## src/brws_consts.svh

```systemverilog
`ifndef BRWS_CONSTS_SVH
`define BRWS_CONSTS_SVH
`define BRWS_AW 16
`define BRWS_OFF_RCR 12'h000
`define BRWS_OFF_CTRL 12'h004
`define BRWS_OFF_STAT 12'h008
`define BRWS_RCR_RST 16'h9fcf
`define BRWS_RCR_MASK 16'hbfcf
`define BRWS_CTRL_RST 1'h1
`define BRWS_B_MODE 15
`define BRWS_LAT_HI 13
`define BRWS_LAT_LO 11
`define BRWS_B_POL 10
`define BRWS_B_HOLD 9
`define BRWS_B_WTIM 8
`define BRWS_B_WRAPD 3
`define BRWS_BL_HI 2
`define BRWS_BL_LO 0
`define BRWS_BL_4 3'h1
`define BRWS_BL_8 3'h2
`define BRWS_BL_16 3'h3
`define BRWS_BL_CONT 3'h7
`define BRWS_LEN_4 5'h04
`define BRWS_LEN_8 5'h08
`define BRWS_LEN_16 5'h10
`define BRWS_GRP 4
`define BRWS_ROW_LO 4'h0
`endif

```

## src/brws_pkg.sv

```systemverilog
package brws_pkg;
`include "brws_consts.svh"
  typedef enum logic [1:0] {BRWS_IDLE, BRWS_LAT, BRWS_DATA, BRWS_ROWDLY} brws_state_t;
  typedef struct packed {
    logic [2:0] clk_sync;
    logic [2:0] adv_sync;
    logic [2:0] ce_sync;
    logic [2:0] wr_sync;
    logic [2:0][`BRWS_AW-1:0] addr_sync;
    logic lclk_level;
    logic [15:0] read_config_reg;
    logic array_mode;
    brws_state_t state;
    logic [2:0] cnt;
    logic hold_cnt;
    logic [`BRWS_AW-1:0] addr;
    logic [4:0] left;
    logic row_done;
    logic [1:0] st_lo;
    logic wait_q;
    logic wait_oe_n;
    logic dvalid;
    logic [`BRWS_AW-1:0] addr_q;
    logic pready;
    logic pslverr;
    logic [31:0] prdata;
  } brws_regs_t;
endpackage

```

## src/brws_read_ctrl.sv

```systemverilog
// The APB register port and the register addresses were left to the implementer.
`timescale 1ns/1ns
// What this block does
// - sync array read: wait off only with valid data
// - sync non-array read: wait held asserted
// - async reads: wait driven asserted
// - writes and async reads assert wait
// - each burst word held one or two clocks
// - wait asserted during delay or cycle earlier
// - linear bursts may delay at row crossing
// - 4-word aligned start: no row delay
// - misaligned start: row delay at most once
// - row delay only if 16-word boundary crossed
// - last word of group: delay latency minus one
// - wait held asserted through row delay
// - wrap mode wraps within aligned group
// - no-wrap and continuous increment linearly
// - polarity bit: clear low, set high, default high
// - hold bit: clear one, set two, default two
// - timing bit: clear during, set early, default early
`include "brws_consts.svh"
module brws_read_ctrl
  import brws_pkg::*;
(
  input wire logic ref_clk_in,
  input wire logic arst_n_in,
  input wire logic psel_in,
  input wire logic penable_in,
  input wire logic pwrite_in,
  input wire logic [31:0] paddr_in,
  input wire logic [31:0] pwdata_in,
  output logic pready_out,
  output logic [31:0] prdata_out,
  output logic pslverr_out,
  input wire logic link_clk_in,
  input wire logic address_valid_n_in,
  input wire logic chip_en_n_in,
  input wire logic write_cycle_in,
  input wire logic [`BRWS_AW-1:0] start_addr_in,
  output logic wait_out,
  output logic wait_oe_n_out,
  output logic data_valid_out,
  output logic [`BRWS_AW-1:0] burst_addr_out
);
  brws_regs_t r_reg;
  brws_regs_t r_next;

  function automatic logic [4:0] burst_len(input logic [2:0] bl);
    unique case (bl)
      `BRWS_BL_4: burst_len = `BRWS_LEN_4;
      `BRWS_BL_8: burst_len = `BRWS_LEN_8;
      default: burst_len = `BRWS_LEN_16;
    endcase
  endfunction

  function automatic logic linear(input logic [15:0] read_config_reg);
    linear = read_config_reg[`BRWS_B_WRAPD] || (read_config_reg[`BRWS_BL_HI:`BRWS_BL_LO] == `BRWS_BL_CONT);
  endfunction

  // next word address, wrapping inside the aligned group when wrap is on
  function automatic logic [`BRWS_AW-1:0] next_addr(input brws_regs_t s);
    logic [`BRWS_AW-1:0] inc;
    logic [`BRWS_AW-1:0] m;
    inc = s.addr + `BRWS_AW'(1);
    m = `BRWS_AW'(burst_len(s.read_config_reg[`BRWS_BL_HI:`BRWS_BL_LO]) - 5'h01);
    if (linear(s.read_config_reg))
    begin
      next_addr = inc;
    end
    else
    begin
      next_addr = (s.addr & ~m) | (inc & m);
    end
  endfunction

  // row delay grows with the start offset in its 4-word group
  function automatic logic [2:0] row_delay(input brws_regs_t s);
    logic [3:0] sum;
    sum = {1'b0, s.read_config_reg[`BRWS_LAT_HI:`BRWS_LAT_LO]} + {2'b00, s.st_lo};
    if (sum > 4'(`BRWS_GRP))
    begin
      row_delay = 3'(sum - 4'(`BRWS_GRP));
    end
    else
    begin
      // short latency or low offset: no extra cycles
      row_delay = 3'h0;
    end
  endfunction

  // true while the word now out is the last before a row delay
  function automatic logic cross_due(input brws_regs_t s);
    logic [`BRWS_AW-1:0] nx;
    logic more;
    nx = next_addr(s);
    more = (s.read_config_reg[`BRWS_BL_HI:`BRWS_BL_LO] == `BRWS_BL_CONT) || (s.left > 5'h01);
    cross_due = linear(s.read_config_reg) && more
      && (nx[3:0] == `BRWS_ROW_LO)
      && !s.row_done
      && (s.st_lo != 2'h0)
      && (row_delay(s) != 3'h0);
  endfunction

  // a synchronised pin counts once its last two stages agree
  function automatic logic agreed_low(input logic [2:0] s);
    agreed_low = !s[1] && !s[2];
  endfunction

  function automatic logic agreed_high(input logic [2:0] s);
    agreed_high = s[1] && s[2];
  endfunction

  logic lrise;
  logic ce_on;
  logic adv_on;
  logic wr_on;
  logic sync_ok;
  logic apb_acc;
  logic not_ready;

  always_comb
  begin
    r_next = r_reg;
    r_next.clk_sync = {r_reg.clk_sync[1:0], link_clk_in};
    r_next.adv_sync = {r_reg.adv_sync[1:0], address_valid_n_in};
    r_next.ce_sync = {r_reg.ce_sync[1:0], chip_en_n_in};
    r_next.wr_sync = {r_reg.wr_sync[1:0], write_cycle_in};
    r_next.addr_sync = {r_reg.addr_sync[1:0], start_addr_in};
    // link rise once the two last stages agree high
    lrise = (r_reg.clk_sync[1] == r_reg.clk_sync[2]) && r_reg.clk_sync[2] && !r_reg.lclk_level;
    if (r_reg.clk_sync[1] == r_reg.clk_sync[2])
    begin
      r_next.lclk_level = r_reg.clk_sync[2];
    end
    ce_on = agreed_low(r_reg.ce_sync);
    adv_on = agreed_low(r_reg.adv_sync);
    wr_on = agreed_high(r_reg.wr_sync);
    // burst only in sync mode, array partition, no write
    sync_ok = !r_reg.read_config_reg[`BRWS_B_MODE] && r_reg.array_mode && !wr_on;

    if (!ce_on || !sync_ok)
    begin
      // refused: no data, wait stays asserted
      r_next.state = BRWS_IDLE;
    end
    else if (lrise)
    begin
      if (adv_on)
      begin
        // address strobe: load start, restart counters
        r_next.state = BRWS_LAT;
        r_next.addr = r_reg.addr_sync[2];
        r_next.st_lo = r_reg.addr_sync[2][1:0];
        r_next.cnt = r_reg.read_config_reg[`BRWS_LAT_HI:`BRWS_LAT_LO];
        r_next.left = burst_len(r_reg.read_config_reg[`BRWS_BL_HI:`BRWS_BL_LO]);
        r_next.hold_cnt = 1'b0;
        r_next.row_done = 1'b0;
      end
      else
      begin
        unique case (r_reg.state)
          BRWS_IDLE:
          begin
            // no burst open; only an address strobe starts one
            r_next.state = BRWS_IDLE;
          end
          BRWS_LAT, BRWS_ROWDLY:
          begin
            if (r_reg.cnt <= 3'h1)
            begin
              r_next.state = BRWS_DATA;
            end
            else
            begin
              r_next.cnt = r_reg.cnt - 3'h1;
            end
          end
          BRWS_DATA:
          begin
            if (r_reg.read_config_reg[`BRWS_B_HOLD] && !r_reg.hold_cnt)
            begin
              // first of two clocks of this word
              r_next.hold_cnt = 1'b1;
            end
            else
            begin
              r_next.hold_cnt = 1'b0;
              r_next.addr = next_addr(r_reg);
              r_next.left = r_reg.left - 5'h01;
              if (r_reg.read_config_reg[`BRWS_BL_HI:`BRWS_BL_LO] != `BRWS_BL_CONT && r_reg.left <= 5'h01)
              begin
                // last word of a fixed-length burst
                r_next.state = BRWS_IDLE;
              end
              else if (cross_due(r_reg))
              begin
                r_next.state = BRWS_ROWDLY;
                r_next.cnt = row_delay(r_reg);
                r_next.row_done = 1'b1;
              end
            end
          end
        endcase
      end
    end

    // wait asserted everywhere but valid sync array data, and in early timing also on the word before a row delay
    not_ready = !sync_ok
      || (r_next.state != BRWS_DATA)
      || (r_reg.read_config_reg[`BRWS_B_WTIM] && cross_due(r_next));
    if (not_ready)
    begin
      r_next.wait_q = r_reg.read_config_reg[`BRWS_B_POL];
    end
    else
    begin
      r_next.wait_q = !r_reg.read_config_reg[`BRWS_B_POL];
    end

    // pin driven only while the chip is enabled
    r_next.wait_oe_n = !ce_on;
    r_next.dvalid = ce_on && sync_ok && (r_next.state == BRWS_DATA);
    r_next.addr_q = r_next.addr;

    // first access cycle only; a standing pready blocks a repeat
    apb_acc = psel_in && penable_in && !r_reg.pready;
    r_next.pready = apb_acc;
    r_next.pslverr = 1'b0;
    if (apb_acc)
    begin
      r_next.prdata = 32'h0000_0000;
      unique case (paddr_in[11:0])
        `BRWS_OFF_RCR:
        begin
          if (pwrite_in)
          begin
            // reserved bits are kept at zero
            r_next.read_config_reg = pwdata_in[15:0] & `BRWS_RCR_MASK;
          end
          else
          begin
            r_next.prdata = {16'h0000, r_reg.read_config_reg};
          end
        end
        `BRWS_OFF_CTRL:
        begin
          if (pwrite_in)
          begin
            r_next.array_mode = pwdata_in[0];
          end
          else
          begin
            r_next.prdata = {31'h0000_0000, r_reg.array_mode};
          end
        end
        `BRWS_OFF_STAT:
        begin
          // read only; writes here are ignored
          if (!pwrite_in)
          begin
            r_next.prdata = {r_reg.addr_q, 12'h000, r_reg.state, r_reg.dvalid, r_reg.wait_q};
          end
        end
        default:
        begin
          // unmapped offset: error, no effect
          r_next.pslverr = 1'b1;
        end
      endcase
    end
  end

  // reset: idle, async mode, wait pin released
  always_ff @(posedge ref_clk_in or negedge arst_n_in)
  begin
    if (!arst_n_in)
    begin
      r_reg <= '0;
      r_reg.clk_sync <= 3'h0;
      r_reg.adv_sync <= 3'h7;
      r_reg.ce_sync <= 3'h7;
      r_reg.read_config_reg <= `BRWS_RCR_RST;
      r_reg.array_mode <= `BRWS_CTRL_RST;
      r_reg.state <= BRWS_IDLE;
      r_reg.wait_q <= 1'b1;
      r_reg.wait_oe_n <= 1'b1;
    end
    else
    begin
      r_reg <= r_next;
    end
  end

  // every output straight from a flop
  assign pready_out = r_reg.pready;
  assign prdata_out = r_reg.prdata;
  assign pslverr_out = r_reg.pslverr;
  assign wait_out = r_reg.wait_q;
  assign wait_oe_n_out = r_reg.wait_oe_n;
  assign data_valid_out = r_reg.dvalid;
  assign burst_addr_out = r_reg.addr_q;
endmodule // brws_read_ctrl

```

## config.mk

```make
export PLATFORM = sky130hd
export DESIGN_NAME = brws_read_ctrl
export DESIGN_NICKNAME = d
export VERILOG_FILES = /design/src/brws_pkg.sv /design/src/brws_read_ctrl.sv
export VERILOG_INCLUDE_DIRS = /design/src /design/src/src
export SDC_FILE = /design/constraint.sdc
export NUM_CORES = 1
export LEC_CHECK = 0
export BUFFER_PORTS_ARGS = -buffer_cell sky130_fd_sc_hd__clkbuf_2
export CORE_UTILIZATION = 60
export CTS_BUF_LIST = sky130_fd_sc_hd__clkbuf_2
export CTS_CLUSTER_SIZE = 20
export DETAILED_ROUTE_END_ITERATION = 6
export GPL_TIMING_DRIVEN = 1
export PLACE_DENSITY_LB_ADDON = 0.15
export SKIP_CTS_REPAIR_TIMING = 1
export SYNTH_ARGS = -nofsm -noshare
export SYNTH_HDL_FRONTEND = slang
export SYNTH_SLANG_ARGS = --single-unit
export TNS_END_PERCENT = 30
```

## constraint.sdc

```tcl
create_clock -name ref_clk_in -period 6.7 [get_ports ref_clk_in]
set_input_delay 0.67 -clock ref_clk_in [delete_from_list [all_inputs] [get_ports ref_clk_in]]
set_output_delay 0.67 -clock ref_clk_in [all_outputs]
set_load 0.005 [all_outputs]
```

==> flow_summary_export.csv, run 1 <==
group,metric,value,unit
run_status,run_status,"complete, no violations",
yosys,list_of_most_frequent_post_synthesis_cells,"118 x dfrtp_1, 50 x buf_4, 37 x nand2_1",
timing,finalSetupViolCount,0,
die,boundaryPins,142,
cts,clock-sinks,139,
die,floorplan.rows,36,
route,routed_wirelength,11900,um
hold_path,min-delay-path-class,"in2reg",
yosys,synth_top_cells_by_area,"dfrtp_1 49%, dfstp_2 9.1%, buf_4 6.2%",
route,vias,4195,
finish,filler_cell_count,774,
setup_path,critical_path_required,7340,ps
finish,antenna-diode-count,0,
timing,final_hold_viol_count,0,
place,gp_routability_congestion,0.877,
timing,period_share,0.628,
setup_path,worst_setup_path_end_kind,"flop",
global_route,first_global_vias,3842,
cts,clk_path_buf_depth,2,
route,per_cell_via_count_in_the_routed_design,5.60,
setup_path,critical_path.cell_chain,"nor4bb_1 -> and2_1 -> nand2_1 -> mux2_2 -> ha_1 -> fa_1 -> nor3_1 -> a21oi_1 -> a21oi_1 -> nor3b_1 -> nand4_1 -> a21oi_1 -> a31oi_2 -> xor2_1",
finish,nNetsFinal,708,
yosys,synth-warning-count,0,
power,ir_drop,0.000131,V
global_route,global_route_wire_length_before_repair,18800,um
cts,cts.reportedPaths.clkPinSlew,220,ps
timing,clock.fmax,238,MHz
cts,h-tree-depth,4,
timing,fin_worst_skew,40.4,ps
cts,cts_tree,"yes",
finish,postLayoutCoreUtil,0.689,
yosys,synthesized_area_divided_by_synthesized_cell_count,11.5,um^2
setup_path,path_common_cell,"a21oi_1",
yosys,postSynthRegisterBits,139,
place,placement.io_buffers,99,
yosys,ys_dominant_reg_cell,"dfrtp_1",
cts,clockRootBuffer,"clkbuf_2",
yosys,synth.lib_cells_used.distinct,56,
power,p_per_cell_area,206,nW/um^2
yosys,yosysTopAreaCell,"dfrtp_1",
route,routed_wire_length_per_instance,15.9,um
die,die_x,102,um
timing,finalMaxSlewViolations,0,
setup_path,worst_path_max_delay_cell,"and2_1",
route,drtIter0Drc,252,
place,dpl_worst_slack,2590,ps
die,core_area,9770,um^2
place,postPlaceCellArea,6310,um^2
setup_path,worst_path_dominant_cell_family,"simple AND/OR/NAND/NOR gates",
place,dpl.hpwl,8200,um
cts,clk-insertion-delay-late,720,ps
finish,fraction_of_layout_instances_using_a_drive_strength_above_1,0.300,
route,drtPass1Iterations,5,
timing,worst-slew-pin-transition,1030,ps
setup_path,crit_path_start_kind,"flop",
die,floorplan.die.height,102,um
power,p_leak,3.19,nW
job,drv_cap,0,
setup_path,timing.critical_path.fanout_max,20,
timing,holdWs,154,ps
global_route,grt_start_max_net_pins,87,
timing,setup_tns,0,ps
die,effective_utilization_at_floorplan,0.619,
yosys,netlist_area,6050,um^2
global_route,grt_overflow_total,0,
yosys,count_of_flip_flops_with_a_built_in_enable_after_synthesis,0,
setup_path,worst-path-buf-inv,0,
setup_path,worst-endpoint-arrival,4850,ps
global_route,antenna_found_initial,0,
yosys,synth_top_cell_area_share,0.488,
finish,area_overhead_vs_synth,11.2,%
yosys,synth_seq_area_share,0.579,
die,die_area,10500,um^2
yosys,ys_async_sr_fraction,1.00,
finish,final_area,6730,um^2
finish,largest_register_ff_count,49,
timing,rsz_0062_raised_after_global_routing,"no",
yosys,syn_inst,526,
global_route,global_route.usage.total,0.242,
setup_path,cp_peak_stage_delay,730,ps
yosys,yosys.cell_count.top_type,"dfrtp_1",
cts,tritoncts.num_buffers,17,
timing,slew_headroom,0.314,
timing,final.min_clock_period,4210,ps
timing,setup_slack,2490,ps
route,drt.antenna.violating_nets,0,
route,detail_route.drc_violations,0,
setup_path,critical_path_class,"reg2reg",
-- area by class of cell --
| type | count | area [um^2] | area share |
|---|---|---|---|
| Clock buffer | 17 | 85.1 | 0.0126 |
| Sequential cell | 139 | 3500 | 0.520 |
| Clock inverter | 15 | 131 | 0.0195 |
| Multi-Input combinational cell | 306 | 2050 | 0.305 |
| Timing Repair Buffer | 123 | 734 | 0.109 |
| Tap cell | 133 | 166 | 0.0247 |
| Inverter | 16 | 60.1 | 0.00892 |
-- report_power, final --
part / total, mW / internal [mW] / switching, mW
Clock: 0.452 / 0.115 / 0.337
Combinational: 0.0626 / 0.0264 / 0.0362
Sequential: 0.870 / 0.863 / 0.00782
-- cells by family after synthesis --
logic type,count (synthesis),synth area share
buffers and inverters,83,0.0835
AO/OA/AOI/OAI,133,0.148
AND/OR/NAND/NOR,124,0.101
adder cells (fa/ha/maj),16,0.0355
multiplexers,25,0.0451
other,1,0.000619
XOR/XNOR,5,0.00723
flip-flops,139,0.579
-- final timing paths --
path / start / to / slack (ps) / cells after the start
min in group asynchronous: arst_n_in / burst_addr_out[6] / 440 / 2
max in group asynchronous: arst_n_in / r_reg[138] / 4850 / 3
max reg2reg: r_reg[83] / wait_out / 2490 / 14
min reg2reg: r_next[143] / r_reg[143] / 370 / 0
max: r_reg[83] / wait_out / 2490 / 14
min: pwrite_in / prdata_out[0] / 150 / 2
-- layout by cell type (no fill, tap or decap), drive strengths merged, types with 4 or more instances in the layout --
cell	instances
a21oi	31
nand2	37
clkbuf	115
and3	4
and2	4
or2	5
nor2	30
dlygate4sd3	21
ha	14
mux2	18
nand2b	4
o21ai	30
dfrtp	118
a22o	26
a22oi	4
mux2i	7
nand3	10
inv	26
o22ai	9
clkinv	5
buf	4
dfstp	21
a31oi	11
nor3	10
-- worst register-to-register path, stage by stage, from the launching register on --
cell      delay, ps
dfstp_2         610
nor4bb_1        320
and2_1          730
nand2_1         290
mux2_2          360
ha_1            220
fa_1            530
nor3_1           50
a21oi_1         120
a21oi_1         100
nor3b_1         200
nand4_1         160
a21oi_1         180
a31oi_2         120
xor2_1          160
-- metal layers --
layer	vias to the layer above	track usage	share of wire
li1	1988	-	-
met2	155	0.353	0.46
met5	-	0	0
met1	2035	0.342	0.46
met3	17	0.0739	0.061
met4	0	0.0934	0.012
-- metrics by stage --
step	std cells	power [mW]
4_1_cts	728	1.39
3_5_place_dp	696	0.939
5_1_grt	749	1.45
6_report	749	1.38
2_1_floorplan	528	0.902
3_3_place_gp	696	0.936
(Power assumes the default switching activity.)
==> run 2: changes to the inputs <==
CORE_UTILIZATION = 56   (was 60)
clock period = 4.2 ns   (was 6.7 ns; I/O delays follow)
==> flow_summary_export.csv, run 2 (synthesized netlist as in run 1, its figures left out) <==
group,metric,value,unit
run_status,run_status,"complete, no violations",
timing,rsz_0062_raised_after_global_routing,"no",
timing,fin_worst_skew,45.3,ps
cts,tritoncts.num_buffers,17,
global_route,grt_overflow_total,0,
die,boundaryPins,142,
die,floorplan.rows,37,
power,p_per_cell_area,324,nW/um^2
setup_path,worst-endpoint-arrival,4170,ps
die,die_area,11200,um^2
global_route,grt-busiest-layer,"met2",
place,dpl_worst_slack,709,ps
job,drv_cap,0,
hold_path,hp_start,"paddr_in[3]",
cts,clockRootBuffer,"clkbuf_2",
setup_path,crit-reg2reg-launch,"r_reg[83]",
route,routed_wire_length_per_instance,15.6,um
timing,period_share,0.842,
cts,cts_tree,"yes",
die,core_area,10400,um^2
timing,final_hold_viol_count,0,
finish,antenna-diode-count,0,
finish,mostFrequentLayoutCells,"118 x dfrtp_1, 115 x clkbuf_2, 39 x dlygate4sd3_1",
setup_path,worst_setup_path_end_kind,"flop",
place,placement.io_buffers,99,
power,finalPower,2.25,mW
setup_path,timing.reg2reg.setup_slack,660,ps
route,vias,4288,
die,die_x,106,um
global_route,antenna_found_initial,0,
place,gp_routability_congestion,0.822,
power,p_leak,3.28,nW
setup_path,critical_path.endpoint,"wait_out",
timing,finalMaxSlewViolations,0,
die,effective_utilization_at_floorplan,0.581,
setup_path,critical_path_class,"reg2reg",
route,drtPass1Iterations,5,
cts,h-tree-depth,4,
global_route,grtUsageMet3,0.0558,
route,drtIter0Drc,224,
setup_path,setup.worst_path.start,"r_reg[83]",
finish,largest_register_ff_count,49,
finish,layout.cells.most_common,"dfrtp_1",
setup_path,critical_path_required,4830,ps
global_route,first_global_vias,3924,
timing,setup_slack,663,ps
global_route,gr-usage-met1,0.323,
route,routed_wirelength,12000,um
finish,fraction_of_layout_instances_using_a_drive_strength_above_1,0.294,
timing,setup_tns,0,ps
global_route,globalRouteMet2Util,0.333,
finish,nNetsFinal,727,
finish,area_overhead_vs_synth,14.6,%
global_route,grt_start_max_net_pins,106,
cts,clock-sinks,139,
hold_path,min-delay-path-class,"in2reg",
place,dpl.hpwl,8170,um
cts,clk-insertion-delay-late,710,ps
timing,worst-slew-pin-transition,1020,ps
setup_path,rr_endpoint,"wait_out",
timing,clock.fmax,283,MHz
timing,finalSetupViolCount,0,
global_route,global_route.usage.total,0.223,
cts,cts.reportedPaths.clkPinSlew,210,ps
global_route,global_route_wire_length_before_repair,19400,um
timing,final.min_clock_period,3540,ps
route,drt.antenna.violating_nets,0,
route,detail_route.drc_violations,0,
setup_path,crit_path_start_kind,"flop",
timing,slew_headroom,0.316,
power,ir_drop,0.000199,V
setup_path,timing.critical_path.fanout_max,4,
setup_path,number_of_cells_on_the_worst_reg_to_reg_path,14,
die,floorplan.die.height,106,um
route,per_cell_via_count_in_the_routed_design,5.56,
cts,clk_path_buf_depth,2,
[run 2: cell types whose count changed in the layout (fill, tap and decap cells not counted), sizes merged]
| cell | before | now |
|---|---|---|
| clkinvlp | 0 | 1 |
| dlygate4sd3 | 21 | 39 |
| inv | 26 | 27 |
| buf | 4 | 5 |
| clkinv | 5 | 3 |
[run 2: final cells by class]
| cell class | instances | area, um^2 |
|---|---|---|
| Clock buffer | 17 | 85.1 |
| Timing Repair Buffer | 142 | 922 |
| Tap cell | 136 | 170 |
| Inverter | 16 | 60.1 |
| Fill cell | 804 | 3480 |
| Multi-Input combinational cell | 306 | 2050 |
| Sequential cell | 139 | 3500 |
| Clock inverter | 15 | 145 |
[run 2: worst min path at each step]
| stage | endpoint | slack (ps) | cells after the start |
|---|---|---|---|
| floorplan | burst_addr_out[0] | 120 | 0 |
| global placement | r_next[143] | 330 | 0 |
| detailed placement | r_next[139] | 330 | 0 |
| CTS | r_next[153] | -270 | 1 |
| global route | pslverr_out | 20 | 3 |
| finish | pslverr_out | 80 | 3 |
[run 2: metal layers]
layer  up-vias  part of all wire
met5         -                 0
met4         0             0.013
met3        17             0.069
met2       185              0.47
met1      2067              0.45
li1       2019                 -
[run 2: through the flow]
step	utilization	std cells	cell area [um^2]	hold slack [ps]
global placement	0.607	700	6320	332
floorplan	-	528	6060	124
CTS	0.629	732	6550	-271
global route	0.666	771	6940	19.6
finish	0.666	771	6940	79.4
detailed placement	0.607	700	6320	335
[run 2: power breakdown]
| group | internal [mW] | switching, mW | leakage [nW] |
|---|---|---|---|
| combinational | 0.0518 | 0.0593 | 1.40 |
| clock | 0.192 | 0.557 | 0.144 |
| sequential | 1.38 | 0.0121 | 1.74 |
| total | 1.62 | 0.629 | 3.28 |
[run 2: worst max-delay path: stages, from the launching register on]
cell and delay, ps:
dfstp_2 610, nor4bb_1 340, and2_1 230, nand2_1 140, mux2_2 320, ha_1 220
fa_1 540, nor3_1 60, a21oi_1 110, a21oi_1 100, nor3b_1 200, nand4_1 150
a21oi_1 180, a31oi_2 120, xor2_1 160
==> run 3: changes to the inputs <==
CORE_UTILIZATION = 50   (was 56)
clock period = 2.9 ns   (was 4.2 ns; I/O delays follow)
==> flow_summary_export.csv, run 3 (synthesized netlist as in run 1, its figures left out) <==
group,metric,value,unit
setup_path,timing.critical_path.fanout_max,2,
cts,tritoncts.num_buffers,17,
timing,clock.fmax,313,MHz
global_route,global_route.usage.total,0.221,
power,p_leak,3.44,nW
global_route,first_global_vias,4178,
setup_path,worst_setup_path_end_kind,"flop",
setup_path,crit_path_start_kind,"flop",
setup_path,setup.worst_path.start,"r_reg[83]",
timing,final.min_clock_period,3200,ps
cts,clockRootBuffer,"clkbuf_2",
die,boundaryPins,142,
timing,fin_worst_skew,37.9,ps
setup_path,critical_path_required,3550,ps
route,per_cell_via_count_in_the_routed_design,5.48,
power,ir_drop,0.000303,V
global_route,global_route_wire_length_before_repair,21300,um
timing,setup_tns,-296,ps
cts,h-tree-depth,4,
timing,finalSetupViolCount,1,
route,detail_route.drc_violations,11,
place,dpl_worst_slack,-361,ps
place,instance_count_after_placement_with_tap_cells_included,736,
route,drtIter0Drc,341,
cts,clk_path_buf_depth,2,
die,effective_utilization_at_floorplan,0.521,
cts,cts.reportedPaths.clkPinSlew,190,ps
job,drv_cap,0,
cts,clock-sinks,139,
timing,finalMaxSlewViolations,0,
die,die_area,12600,um^2
finish,mostFrequentLayoutCells,"118 x dfrtp_1, 118 x clkbuf_2, 42 x dlygate4sd3_1",
finish,largest_register_ff_count,49,
place,dpl.hpwl,9210,um
finish,filler_cell_count,954,
die,floorplan.rows,39,
finish,fraction_of_layout_instances_using_a_drive_strength_above_1,0.345,
route,drt.antenna.violating_nets,0,
route,drtPass1Iterations,7,
timing,final_hold_viol_count,0,
place,placement.io_buffers,99,
die,die_x,112,um
hold_path,worst_hold_path.num_cells,3,
setup_path,crit-reg2reg-launch,"r_reg[83]",
route,routed_wire_length_per_instance,15.9,um
timing,rsz_0062_raised_after_global_routing,"yes",
run_status,run_status,"finished with violations",
power,p_per_cell_area,430,nW/um^2
timing,slew_headroom,0.496,
timing,period_share,1.10,
place,gp_routability_congestion,0.849,
hold_path,min-delay-path-class,"in2reg",
setup_path,worst-endpoint-arrival,3850,ps
power,finalPower,3.14,mW
die,floorplan.die.height,112,um
cts,clk-insertion-delay-late,720,ps
hold_path,hp_start,"paddr_in[3]",
global_route,grt_overflow_total,0,
timing,holdWs,52.8,ps
finish,nNetsFinal,761,
route,vias,4451,
global_route,antenna_found_initial,0,
finish,final_cell_count_no_fill,812,
finish,area_used_by_multi_input_combinational_logic,2150,um^2
timing,setup_slack,-296,ps
route,routed_wirelength,12900,um
setup_path,number_of_cells_on_the_worst_reg_to_reg_path,14,
run_status,failing_checks,"DRC, setup timing",
finish,antenna-diode-count,0,
finish,ff_latch_area,3500,um^2
timing,worst-slew-pin-transition,737,ps
cts,cts_tree,"yes",
finish,area_overhead_vs_synth,20.4,%
global_route,grt_start_max_net_pins,72,
die,core_area,11600,um^2
setup_path,critical_path_class,"reg2reg",
==> run 3: final timing paths <==
kind	to	slack, ps
max in group asynchronous	r_reg[91]	2030
hold reg to reg	r_reg[144]	360
setup / recovery	wait_out	-300
hold / removal	prdata_out[1]	50
setup reg to reg	wait_out	-300
min in group asynchronous	prdata_out[15]	100
==> run 3: critical path: stages, from the launching register on <==
cell and delay, ps:
dfstp_2 580, nor4bb_4 290, and2_4 200, nand2_4 50
mux2_4 330, ha_4 170, fa_1 500, nor3_1 60
a21oi_1 140, a21oi_2 90, nor3b_2 170, nand4_1 130
a21oi_2 160, a31oi_2 110, xor2_1 160
==> run 3: area by class of cell <==
type	instances	share of cell area
multi-input cells	306	0.295
well taps	143	0.0245
clock inverters	12	0.0127
inverters	16	0.00824
clock buffers	20	0.0137
flip-flops and latches	139	0.481
repair buffers	176	0.165
==> run 3: stage by stage <==
stage / area, um^2 / utilization
floorplan: 6110 / -
global placement: 6600 / 0.568
global route: 7290 / 0.628
finish: 7290 / 0.628
detailed placement: 6600 / 0.568
CTS: 6790 / 0.585
==> run 3: layer usage <==
metal / vias to the layer above / routed length, um / share of wire / track usage
met1: 2160 / 6000 / 0.46 / 0.314
li1: 2094 / - / - / -
met2: 173 / 5790 / 0.45 / 0.325
met3: 24 / 880 / 0.068 / 0.0535
met5: - / 0 / 0 / 0
met4: 0 / 277 / 0.021 / 0.0942
==> run 3: where the power goes <==
group	switching [mW]	internal, mW	total (mW)
clock network	0.708	0.240	0.948
logic	0.0909	0.0874	0.178
registers	0.0195	1.99	2.01
total	0.819	2.32	3.14
